===== config.mk =====
export PLATFORM = sky130hd
export DESIGN_NAME = async_serial_transmitter
export DESIGN_NICKNAME = d
export VERILOG_FILES = /design/src/uart_tx_pkg.sv /design/src/baud_tick_gen.sv /design/src/tx_frame_shifter.sv /design/src/async_serial_transmitter.sv
export SDC_FILE = /design/constraint.sdc
export NUM_CORES = 1
export LEC_CHECK = 0
export BUFFER_PORTS_ARGS = -buffer_cell sky130_fd_sc_hd__buf_2
export CAP_MARGIN = 20
export CORE_ASPECT_RATIO = 2
export CORE_MARGIN = 2
export CORE_UTILIZATION = 30
export DETAILED_ROUTE_END_ITERATION = 10
export SKIP_LAST_GASP = 1
export SYNTH_ARGS = -nofsm -noshare
export SYNTH_HDL_FRONTEND = slang
export SYNTH_SLANG_ARGS = --single-unit

===== constraint.sdc =====
create_clock -name clk_i -period 3 [get_ports clk_i]
set_input_delay 0.3 -clock clk_i [delete_from_list [all_inputs] [get_ports clk_i]]
set_output_delay 0.3 -clock clk_i [all_outputs]
set_load 0.05 [all_outputs]

===== src/uart_tx_pkg.sv =====
/*
   Shared constants for the asynchronous serial transmitter: register
   offsets, bit positions, reset values, rate prescalers and shifter states.
   Assumes a classic Wishbone slave with 32-bit data and byte addresses.
*/
package uart_tx_pkg;

   // ----------------------------------------------------------------
   // Register map, byte offsets of aligned 32-bit words
   // ----------------------------------------------------------------
   localparam int ADDR_W = 6;
   localparam logic [5:0] HOLD_OFS = 6'h00;
   localparam logic [5:0] TSC_OFS = 6'h04;
   localparam logic [5:0] PORT_OFS = 6'h08;
   localparam logic [5:0] DIVL_OFS = 6'h0C;
   localparam logic [5:0] DIVH_OFS = 6'h10;
   localparam logic [5:0] IRQ_STAT_OFS = 6'h14;
   localparam logic [5:0] IRQ_CLR_OFS = 6'h18;
   localparam logic [5:0] IRQ_EN_OFS = 6'h1C;
   localparam logic [5:0] INTC_OFS = 6'h20;

   // ----------------------------------------------------------------
   // Field positions
   // ----------------------------------------------------------------
   localparam int TSC_NINE = 6;
   localparam int TSC_TRANSMIT_ENABLE_BIT = 5;
   localparam int TSC_CLOCKED = 4;
   localparam int TSC_HS = 2;
   localparam int TSC_EMPTY = 1;
   localparam int TSC_NINTH = 0;
   localparam int PORT_SERIAL_PORT_ENABLE = 7;
   localparam int PORT_INV = 4;
   localparam int PORT_WIDE = 3;
   localparam int INTC_GLOBAL = 7;
   localparam int INTC_PERIPH = 6;
   localparam int IRQ_BUF = 0;
   localparam int IRQ_DONE = 1;
   localparam int IRQ_W = 2;

   // ----------------------------------------------------------------
   // Reset values and rate prescalers
   // ----------------------------------------------------------------
   localparam logic [7:0] DIV_RESET = 8'h00;
   localparam logic [IRQ_W-1:0] IRQ_EN_RESET = 2'h0;
   localparam int PRE_NARROW = 64;
   localparam int PRE_WIDE = 16;

   typedef enum logic [1:0] {st_idle, st_start, st_data, st_stop} shift_state_t;

endpackage


===== src/baud_tick_gen.sv =====
/*
   Bit-rate enable generator: one-cycle tick every prescale*(divisor+1)
   clocks. Assumes the divisor is stable while a character is on the line.
*/
`timescale 1ns/1ps
module baud_tick_gen
   import uart_tx_pkg::*;
(
   input wire logic clk_i,
   input wire logic rst_i,
   input wire logic restart_i,
   input wire logic wide_i,
   input wire logic [15:0] divisor_i,
   output logic tick_o
);
   logic [5:0] pre_cnt;
   logic [15:0] div_cnt;
   logic pre_end;

   // The prescaler is 64 with the narrow divisor, 16 with the wide one.
   assign pre_end = wide_i ? (pre_cnt == 6'(PRE_WIDE - 1)) : (pre_cnt == 6'(PRE_NARROW - 1));

   // ----------------------------------------------------------------
   // Counters; restart aligns the first bit with the start of a frame
   // ----------------------------------------------------------------
   always_ff @(posedge clk_i)
   begin
      if (rst_i)
      begin
         pre_cnt <= 6'h00;
         div_cnt <= 16'h0000;
         tick_o <= 1'b0;
      end
      else if (restart_i)
      begin
         // The start bit already holds the line in the restart cycle, so that
         // cycle counts; otherwise the start bit would run one clock long.
         pre_cnt <= 6'h01;
         div_cnt <= 16'h0000;
         tick_o <= 1'b0;
      end
      else
      begin
         tick_o <= 1'b0;
         pre_cnt <= pre_end ? 6'h00 : pre_cnt + 6'h01;
         if (pre_end)
         begin
            if (div_cnt >= divisor_i)
            begin
               div_cnt <= 16'h0000;
               tick_o <= 1'b1;
            end
            else
               div_cnt <= div_cnt + 16'h0001;
         end
      end
   end
endmodule // baud_tick_gen


===== src/tx_frame_shifter.sv =====
/*
   Frame shifter: start bit, 8 or 9 data bits LSB first, one stop bit,
   in normal polarity. Assumes load_i is a one-cycle pulse only while idle.
*/
`timescale 1ns/1ps
module tx_frame_shifter
   import uart_tx_pkg::*;
(
   input wire logic clk_i,
   input wire logic rst_i,
   input wire logic load_i,
   input wire logic [8:0] data_i,
   input wire logic nine_i,
   input wire logic tick_i,
   output logic line_o,
   output logic busy_o,
   output logic done_o
);
   shift_state_t state;
   logic [8:0] transmit_shifter;
   logic [3:0] remaining;

   // ----------------------------------------------------------------
   // Frame sequencer, one bit per rate tick
   // ----------------------------------------------------------------
   always_ff @(posedge clk_i)
   begin
      if (rst_i)
      begin
         state <= st_idle;
         transmit_shifter <= 9'h000;
         remaining <= 4'h0;
         line_o <= 1'b1;
         busy_o <= 1'b0;
         done_o <= 1'b0;
      end
      else
      begin
         done_o <= 1'b0;
         case (state)
            st_idle:
               if (load_i)
               begin
                  transmit_shifter <= data_i;
                  remaining <= nine_i ? 4'h8 : 4'h7;
                  line_o <= 1'b0;
                  busy_o <= 1'b1;
                  state <= st_start;
               end
            st_start:
               if (tick_i)
               begin
                  line_o <= transmit_shifter[0];
                  transmit_shifter <= transmit_shifter >> 1;
                  state <= st_data;
               end
            st_data:
               if (tick_i)
               begin
                  if (remaining == 4'h0)
                  begin
                     line_o <= 1'b1;
                     state <= st_stop;
                  end
                  else
                  begin
                     line_o <= transmit_shifter[0];
                     transmit_shifter <= transmit_shifter >> 1;
                     remaining <= remaining - 4'h1;
                  end
               end
            st_stop:
               if (tick_i)
               begin
                  busy_o <= 1'b0;
                  done_o <= 1'b1;
                  state <= st_idle;
               end
            default:
               state <= st_idle;
         endcase
      end
   end
endmodule // tx_frame_shifter


===== src/async_serial_transmitter.sv =====
/*
   Asynchronous serial transmitter with a Wishbone register file, holding
   register, frame shifter, rate generator and one level interrupt output.
   Assumes a classic Wishbone master on clk_i and a remote receiver on tx_o.
*/
`timescale 1ns/1ps
module async_serial_transmitter
   import uart_tx_pkg::*;
(
   input wire logic clk_i,
   input wire logic rst_i,
   input wire logic cyc_i,
   input wire logic stb_i,
   input wire logic we_i,
   input wire logic [ADDR_W-1:0] adr_i,
   input wire logic [3:0] sel_i,
   input wire logic [31:0] dat_i,
   output logic [31:0] dat_o,
   output logic ack_o,
   output logic tx_o,
   output logic irq_o
);
   // ----------------------------------------------------------------
   // Declarations
   // ----------------------------------------------------------------
   logic nine_bit_enable;
   logic transmit_enable_bit;
   logic clocked_mode;
   logic high_speed_select;
   logic ninth_data_value;
   logic shifter_empty_flag;
   logic serial_port_enable;
   logic polarity_invert;
   logic wide_divisor_select;
   logic [7:0] rate_divisor_low;
   logic [7:0] rate_divisor_high;
   logic [7:0] transmit_holding_reg;
   logic holding_full;
   logic done_sticky;
   logic [IRQ_W-1:0] irq_enable;
   logic global_interrupt_enable;
   logic peripheral_interrupt_enable;
   logic tx_buffer_flag;
   logic [IRQ_W-1:0] irq_status;
   logic port_live;
   logic tx_run;
   logic transfer;
   logic [8:0] load_word;
   logic wr;
   logic wr_byte;
   logic rd;
   logic tick;
   logic line;
   logic sh_busy;
   logic sh_done;
   logic [31:0] next_rdata;

   // ----------------------------------------------------------------
   // Bus decode
   // ----------------------------------------------------------------
   // Writes take effect on the edge where the master sees ack high.
   assign rd = cyc_i && stb_i && !ack_o;
   assign wr = cyc_i && stb_i && we_i && ack_o;
   assign wr_byte = wr && sel_i[0];

   // Port is live only in asynchronous mode with the port enabled.
   assign port_live = serial_port_enable && !clocked_mode;
   assign tx_run = port_live && transmit_enable_bit;

   // Buffer flag tracks an empty holding register once sending is on.
   assign tx_buffer_flag = transmit_enable_bit && !holding_full;

   // A waiting character moves as soon as the shifter is free.
   assign transfer = holding_full && !sh_busy && tx_run;
   assign load_word = {nine_bit_enable & ninth_data_value, transmit_holding_reg};
   assign irq_status = {done_sticky, tx_buffer_flag};

   // ----------------------------------------------------------------
   // Bus handshake: one wait cycle, ack for exactly one cycle
   // ----------------------------------------------------------------
   always_ff @(posedge clk_i)
   begin
      if (rst_i)
         ack_o <= 1'b0;
      else
         ack_o <= cyc_i && stb_i && !ack_o;
   end

   // Read mux; the shifter has no address, unmapped words read zero.
   always_comb
   begin
      next_rdata = 32'h0000_0000;
      case (adr_i)
         TSC_OFS:
            next_rdata[7:0] = {1'b0, nine_bit_enable, transmit_enable_bit,
               clocked_mode, 1'b0, high_speed_select, shifter_empty_flag,
               ninth_data_value};
         PORT_OFS:
            next_rdata[7:0] = {serial_port_enable, 2'b00, polarity_invert,
               wide_divisor_select, 3'b000};
         DIVL_OFS: next_rdata[7:0] = rate_divisor_low;
         DIVH_OFS: next_rdata[7:0] = rate_divisor_high;
         IRQ_STAT_OFS: next_rdata[IRQ_W-1:0] = irq_status;
         IRQ_EN_OFS: next_rdata[IRQ_W-1:0] = irq_enable;
         INTC_OFS: next_rdata[7:0] = {global_interrupt_enable,
            peripheral_interrupt_enable, 6'b000000};
         default: next_rdata = 32'h0000_0000;
      endcase
   end

   // Read data is captured with the ack so it stands while ack is high.
   always_ff @(posedge clk_i)
   begin
      if (rst_i)
         dat_o <= 32'h0000_0000;
      else if (rd)
         dat_o <= next_rdata;
      else
         dat_o <= 32'h0000_0000;
   end

   // ----------------------------------------------------------------
   // Control registers
   // ----------------------------------------------------------------
   // Divisor and selects are software's to set before enabling.
   always_ff @(posedge clk_i)
   begin
      if (rst_i)
      begin
         nine_bit_enable <= 1'b0;
         transmit_enable_bit <= 1'b0;
         clocked_mode <= 1'b0;
         high_speed_select <= 1'b0;
         ninth_data_value <= 1'b0;
         serial_port_enable <= 1'b0;
         polarity_invert <= 1'b0;
         wide_divisor_select <= 1'b0;
         rate_divisor_low <= DIV_RESET;
         rate_divisor_high <= DIV_RESET;
      end
      else if (wr_byte)
      begin
         case (adr_i)
            TSC_OFS:
            begin
               nine_bit_enable <= dat_i[TSC_NINE];
               transmit_enable_bit <= dat_i[TSC_TRANSMIT_ENABLE_BIT];
               clocked_mode <= dat_i[TSC_CLOCKED];
               high_speed_select <= dat_i[TSC_HS];
               ninth_data_value <= dat_i[TSC_NINTH];
            end
            PORT_OFS:
            begin
               serial_port_enable <= dat_i[PORT_SERIAL_PORT_ENABLE];
               polarity_invert <= dat_i[PORT_INV];
               wide_divisor_select <= dat_i[PORT_WIDE];
            end
            DIVL_OFS: rate_divisor_low <= dat_i[7:0];
            DIVH_OFS: rate_divisor_high <= dat_i[7:0];
            default: ;
         endcase
      end
   end

   // ----------------------------------------------------------------
   // Holding register
   // ----------------------------------------------------------------
   // A write while sending is off or the register is full is dropped,
   // so a character already waiting is never overwritten.
   always_ff @(posedge clk_i)
   begin
      if (rst_i)
      begin
         transmit_holding_reg <= 8'h00;
         holding_full <= 1'b0;
      end
      else if (wr_byte && adr_i == HOLD_OFS && tx_run && !holding_full)
      begin
         transmit_holding_reg <= dat_i[7:0];
         holding_full <= 1'b1;
      end
      else if (transfer)
         holding_full <= 1'b0;
   end

   // Shifter-empty flag: cleared by the move, set once the stop bit ends with no character waiting.
   always_ff @(posedge clk_i)
   begin
      if (rst_i)
         shifter_empty_flag <= 1'b1;
      else if (transfer)
         shifter_empty_flag <= 1'b0;
      else if (sh_done)
         shifter_empty_flag <= 1'b1;
   end

   // ----------------------------------------------------------------
   // Interrupts
   // ----------------------------------------------------------------
   // Frame-done is sticky; a new frame end wins over a clear.
   always_ff @(posedge clk_i)
   begin
      if (rst_i)
         done_sticky <= 1'b0;
      else if (sh_done)
         done_sticky <= 1'b1;
      else if (wr_byte && adr_i == IRQ_CLR_OFS && dat_i[IRQ_DONE])
         done_sticky <= 1'b0;
   end

   always_ff @(posedge clk_i)
   begin
      if (rst_i)
      begin
         irq_enable <= IRQ_EN_RESET;
         global_interrupt_enable <= 1'b0;
         peripheral_interrupt_enable <= 1'b0;
      end
      else if (wr_byte && adr_i == IRQ_EN_OFS)
         irq_enable <= dat_i[IRQ_W-1:0];
      else if (wr_byte && adr_i == INTC_OFS)
      begin
         global_interrupt_enable <= dat_i[INTC_GLOBAL];
         peripheral_interrupt_enable <= dat_i[INTC_PERIPH];
      end
   end

   // The shifter-empty flag is deliberately not an interrupt source.
   always_ff @(posedge clk_i)
   begin
      if (rst_i)
         irq_o <= 1'b0;
      else
         irq_o <= global_interrupt_enable && peripheral_interrupt_enable
            && |(irq_status & irq_enable);
   end

   // ----------------------------------------------------------------
   // Line output
   // ----------------------------------------------------------------
   // Off, the line rests at its idle level so no glitch reaches the receiver.
   always_ff @(posedge clk_i)
   begin
      if (rst_i)
         tx_o <= 1'b1;
      else if (port_live)
         tx_o <= line ^ polarity_invert;
      else
         tx_o <= !polarity_invert;
   end

   // ----------------------------------------------------------------
   // Rate generator and shifter
   // ----------------------------------------------------------------
   baud_tick_gen u_rate
   (
      .clk_i(clk_i),
      .rst_i(rst_i),
      .restart_i(transfer),
      .wide_i(wide_divisor_select),
      .divisor_i(wide_divisor_select ? {rate_divisor_high, rate_divisor_low}
         : {8'h00, rate_divisor_low}),
      .tick_o(tick)
   );

   tx_frame_shifter u_shift
   (
      .clk_i(clk_i),
      .rst_i(rst_i),
      .load_i(transfer),
      .data_i(load_word),
      .nine_i(nine_bit_enable),
      .tick_i(tick),
      .line_o(line),
      .busy_o(sh_busy),
      .done_o(sh_done)
   );
endmodule // async_serial_transmitter


# After elaboration in Yosys (flattened, before gate mapping)
# Cells that the tools add are included.
[word_totals]
elab_cells = 150
inputBits = 47
regBits = 115
output_inout_bits = 35
[classes]
magnitude_cmp = 1
addsub = 3
n_mux = 39
bitwise = 7
reduce_logical = 49
n_eq_ne = 19
[op_table]
columns = ["cell", "count"]
rows = [
  ["$mux W9", 4],
  ["$mux W16", 2],
  ["$pmux W6 S5", 1],
  ["$pmux W9 S3", 1],
  ["$eq A6 B5 Y1 const B", 4],
  ["$logic_and A1 B1 Y1", 19],
  ["$eq A6 B4 Y1 const B", 3],
  ["$mux W1", 17],
  ["$add A16 B1 Y16 const B", 1],
  ["$ge A16 B16 Y1", 1],
  ["$mux W4", 4],
  ["$eq A6 B6 Y1 const B", 2],
  ["$mux W2", 5],
  ["$ne A2 B2 Y1 const B", 5],
  ["$pmux W2 S5", 1],
  ["$reduce_and A2 Y1", 5],
  ["$reduce_and A5 Y1", 2],
  ["$reduce_bool A2 Y1", 5],
  ["$pmux W2 S4", 1],
  ["$pmux W4 S2", 1],
  ["$reduce_and A4 Y1", 2],
  ["$reduce_or A2 Y1", 4],
  ["$add A6 B1 Y6 const B", 1],
  ["$eq A6 B3 Y1 const B", 1],
  ["other kinds (17)", 26],
]

# Logic depth before layout (Yosys ltp)
[logic_depth]
word_depth = 8
mapped_depth = 9
mapped_depth_nobuf = 7

# By module
# Synthesis repeated with hierarchy kept, for this count alone.
[hier_totals]
cells_unflattened = 527
hier_area_um2 = 4877.2
[by_module_without_submodules]
columns = ["module", "cells_per_inst", "n_inst", "area_per_inst_um2", "seq_area_each_um2"]
rows = [
  ["async_serial_transmitter", 249, 1, 2412.3, 1001.0],
  ["baud_tick_gen", 169, 1, 1431.4, 460.4],
  ["tx_frame_shifter", 109, 1, 1033.5, 360.3],
]

# Least setup slack after synthesis
# Ideal clock, no wire load.
[synth_timing]
path_type = "register to register"
start = "register wide_divisor_select"
end = "register u_rate.div_cnt[10]"
path_buffers = 2
setup_ns = 0.117
arrival_time_ns = 2.020
required_ns = 2.883
synth_period_minus_slack_ns = 2.138
stages_incl_launch_ff = 10
slack_ns = 0.862
cell_sequence = "dfxtp_1 clkbuf_1 nand2_1 ha_1 nand4_1 nor3_1 o311ai_1 a41oi_2 buf_2 nor2_1"
[synth_between]
elab_chain_cells = 3
word_cells_on_any_way = 4
cone_classes = "1 x order compare; 3 x mux"
[synth_rtl]
columns = ["element", "line", "source"]
rows = [
  ["start, declared", "async_serial_transmitter.sv:34", "logic wide_divisor_select;"],
  ["start signal, assigned", "async_serial_transmitter.sv:156", "wide_divisor_select <= dat_i[PORT_WIDE];"],
  ["$mux W16", "async_serial_transmitter.sv:261", ".divisor_i(wide_divisor_select ? {rate_divisor_high, rate_divisor_low}"],
  ["$ge A16 B16 Y1", "baud_tick_gen.sv:48", "if (div_cnt >= divisor_i)"],
  ["$mux W16", "baud_tick_gen.sv:48", ""],
  ["end signal, assigned", "baud_tick_gen.sv:54", "div_cnt <= div_cnt + 16'h0001;"],
  ["end, declared", "baud_tick_gen.sv:17", "logic [15:0] div_cnt;"],
]
# Parallel ways exist; a longest one is shown, timed or not.
# A chain may end at the register's enable or synchronous reset.

# Final worst setup path
[layout_timing]
start = "register u_shift.remaining[0]"
end = "register u_shift.transmit_shifter[8]"
[layout_between]
elab_chain_cells = 3
[layout_rtl]
columns = ["element", "line", "source"]
rows = [
  ["start, declared", "tx_frame_shifter.sv:21", "logic [3:0] remaining;"],
  ["start signal, assigned", "tx_frame_shifter.sv:45", "remaining <= nine_i ? 4'h8 : 4'h7;"],
  ["start signal, assigned", "tx_frame_shifter.sv:69", "remaining <= remaining - 4'h1;"],
  ["$logic_not A4 Y1", "tx_frame_shifter.sv:60", "if (remaining == 4'h0)"],
  ["$ne A2 B2 Y1 (no line)", "-", ""],
  ["$reduce_and A5 Y1 (no line)", "-", ""],
  ["end signal, assigned", "tx_frame_shifter.sv:44", "transmit_shifter <= data_i;"],
  ["end signal, assigned", "tx_frame_shifter.sv:54", "transmit_shifter <= transmit_shifter >> 1;"],
  ["end signal, assigned", "tx_frame_shifter.sv:68", "transmit_shifter <= transmit_shifter >> 1;"],
  ["end, declared", "tx_frame_shifter.sv:20", "logic [8:0] transmit_shifter;"],
]
# No other way between the ends.

==> results.txt <==
gr usage total = 0.142
CTS buffer count = 9
skew final = 0.00569 ns
vias in the first global route = 3,753
status = finished, final reports clean
fin crit share = 0.833
pin count of the biggest net entering global routing = 52
CP top delay family = simple AND/OR/NAND/NOR gates
post-synthesis async set-or-reset flop share = 0
CP Launch Type = register
Layout area overhead = 13.0%
antenna violations before repair = 0
post-detailed-routing wire length = 11,200 um
design area = 5130 sq um
mean post-synth cell area = 8.43 sq um
min-delay src = dat_i[3]
final number of max-transition violations = 0
R2R depth = 7
synthesized cell area = 4540 sq um
nets = 631
Max-Cap Viols = 0
WL per Instance = 14.7 um
RSZ-0062 raised after global routing = no
Layout Cells excl Fill = 761
cells resized by post-CTS repair = 0
Min Hold Slack = 0.250 ns
hold buffers post-CTS = 0
chip height = 178 um
fillers = 1,599
Post-synth EDFFs = 0
Worst EP required = 3.28 ns
biggest regs = u_rate.div_cnt x16, u_shift.transmit_shifter x9
routed vias/inst = 4.98
Setup Fix Bufs, Post-CTS = 0
fmax = 0.400 GHz
initial DRC count = 210
worst reg2reg setup slack = 0.50 ns
slowest stage delay, CP = 0.56 ns
H-Tree Depth = 3
fin worst setup slack = 0.502 ns
reg2reg end = u_shift.transmit_shifter[8]$_SDFFE_PP0P_
actual slew at the worst max-slew pin = 0.622 ns
Critical R2R Launch = u_shift.remaining[0]$_SDFFE_PP0P_
layout cells sized above 1 = 0.117
max reg flops = 16
Synth Register Bits = 91
CTS tree = built
crit path DAT = 2.78 ns
DR DRC count = 0
core area = 14,800 sq um
Antenna Nets Post-Route = 0
commonest non-fill, non-tap cell in the layout = dfxtp_1
Core Rows = 63
HPWL Detailed = 8580 um
Cell Pwr Density = 579 nW/um^2
Initial DRT Pass Iterations = 5
Total Power Consumption = 2.97 mW
crit path cell chain = inv_1, ha_1, nor3b_1, o21ai_0, nand3_1, or3_1, a21oi_1
Hold Path Class = in -> reg
Worst Hold End = rate_divisor_high[3]$_SDFFE_PP0P_
first-pass GRT wire length = 18,000 um
setup violators final = 0
placed cells = 745
Synth Warn # = 0
vias post-DR = 3,791
Starting Density = 0.306
Slowest-stage cell, CP = nand3_1
residual overflow from global routing = 0
Hold Fails Final Rpt = 0
sequential area share after synthesis = 0.401
buffers and inverters on the worst path = 1
CTS Buffer Depth = 2
RD Place Congestion = 0.884
I/O pin total = 82
crit path kind = reg -> reg
Core Util, Final = 0.346
Hold Path Depth = 3
Synth Flop Type = dfxtp_1
clock slew seen by the registers of the worst setup and hold paths = 0.06 ns
Final min period = 2.50 ns
number of distinct library cells after synthesis = 53
Clock Sink Count = 91
Placed Area = 4780 sq um
VDD IR max = 0.439 mV
Worst setup EP type = register
CP max FO = 10
dpl ws = 0.580 ns
die span in x = 91.0 um
P_leak = 2.05 nW
CTS root buf = clkbuf_16
most frequent cells in the layout = dfxtp_1 (91), nand2_1 (67), nor2_1 (60), a21oi_1 (49), nand3_1 (38)
Die Area = 16,200 sq um
setup TNS = 0 ns
ant diodes = 0
relative slew slack = 0.584
Biggest register = u_rate.div_cnt
Syn Inst Count = 539
port buffer count = 30
clk_lat worst skew = 0.35 ns
[per-layer routing]
metal | up-vias | global-route usage | part of all wire
met1 | 1774 | 0.130 | 0.36
met3 | 34 | 0.0304 | 0.035
li1 | 1876 | - | -
met4 | 0 | 0.0884 | 0.058
met2 | 107 | 0.277 | 0.54
met5 | - | 0 | 0
[cell type report]
type,instances,area (sq um),area share
Clock inverter,6,111,0.0217
Multi-Input combinational cell,403,2450,0.477
Sequential cell,91,1820,0.355
Tap cell,195,244,0.0475
Inverter,20,75.1,0.0146
Clock buffer,10,239,0.0466
Timing Repair Buffer,36,195,0.0380
[report_power, final]
group | internal, mW | switching, mW
registers | 1.24 | 0.0180
logic | 0.126 | 0.274
clock network | 0.838 | 0.477
[how the worst max path moves through the flow]
stage | slack, ns | cells after the start | start | to
2_1_floorplan | 0.86 | 9 | wide_divisor_select$_SDFFE_PP0P_ | u_rate.div_cnt[10]$_SDFFE_PP0P_
3_3_place_gp | 0.65 | 7 | u_shift.remaining[0]$_SDFFE_PP0P_ | u_shift.transmit_shifter[8]$_SDFFE_PP0P_
3_5_place_dp | 0.58 | 7 | u_shift.remaining[0]$_SDFFE_PP0P_ | u_shift.transmit_shifter[8]$_SDFFE_PP0P_
4_1_cts | 0.55 | 7 | u_shift.remaining[0]$_SDFFE_PP0P_ | u_shift.transmit_shifter[8]$_SDFFE_PP0P_
5_1_grt | 0.28 | 7 | u_shift.remaining[0]$_SDFFE_PP0P_ | u_shift.transmit_shifter[8]$_SDFFE_PP0P_
6_report | 0.50 | 7 | u_shift.remaining[0]$_SDFFE_PP0P_ | u_shift.transmit_shifter[8]$_SDFFE_PP0P_
[synthesized netlist by cell type, types with 2 or more instances]
| cell type | count | area, sq um |
|---|---|---|
| nand2_1 | 67 | 251 |
| dfxtp_1 | 91 | 1820 |
| inv_1 | 20 | 75.1 |
| nor2_1 | 60 | 225 |
| and4_1 | 3 | 26.3 |
| nand3_1 | 38 | 190 |
| nor3b_1 | 3 | 22.5 |
| a31oi_1 | 5 | 31.3 |
| ha_1 | 23 | 288 |
| buf_2 | 6 | 30.0 |
| a211o_1 | 2 | 17.5 |
| nand2b_1 | 2 | 12.5 |
| nor4b_1 | 2 | 17.5 |
| o211ai_1 | 2 | 15.0 |
| and2_1 | 2 | 12.5 |
| or3_1 | 3 | 18.8 |
| o21bai_1 | 3 | 22.5 |
| xor2_1 | 11 | 96.3 |
| nor2b_1 | 6 | 37.5 |
| buf_4 | 24 | 180 |
| a221oi_1 | 4 | 35.0 |
| nand4_1 | 8 | 50.1 |
| nor3_1 | 7 | 35.0 |
| mux2_2 | 8 | 90.1 |
| o21ai_0 | 8 | 40.0 |
| xnor2_1 | 10 | 87.6 |
| clkbuf_1 | 17 | 63.8 |
| mux2i_1 | 19 | 190 |
| and3_1 | 6 | 37.5 |
| a222oi_1 | 5 | 50.1 |
| a22oi_1 | 3 | 22.5 |
| a21oi_1 | 49 | 245 |
| o211a_1 | 2 | 20.0 |
[cell families after synthesis]
kind of cell               Yosys count  share of synthesized area
DFF                                 91                      0.401
muxes                               27                     0.0617
xor gates and xnor gates            21                     0.0405
adders and majority gates           23                     0.0634
buffers and inverters               68                     0.0793
AOI/OAI and AO/OA                   91                      0.127
and+or+nand+nor                    217                      0.226
other                                1                   0.000826
[worst min-delay path, cell delays in order]
cell and delay [ns]:
buf_2 0.13, nand3_1 0.07, a21oi_1 0.05
No activity file was read; power rests on OpenSTA's default activity.
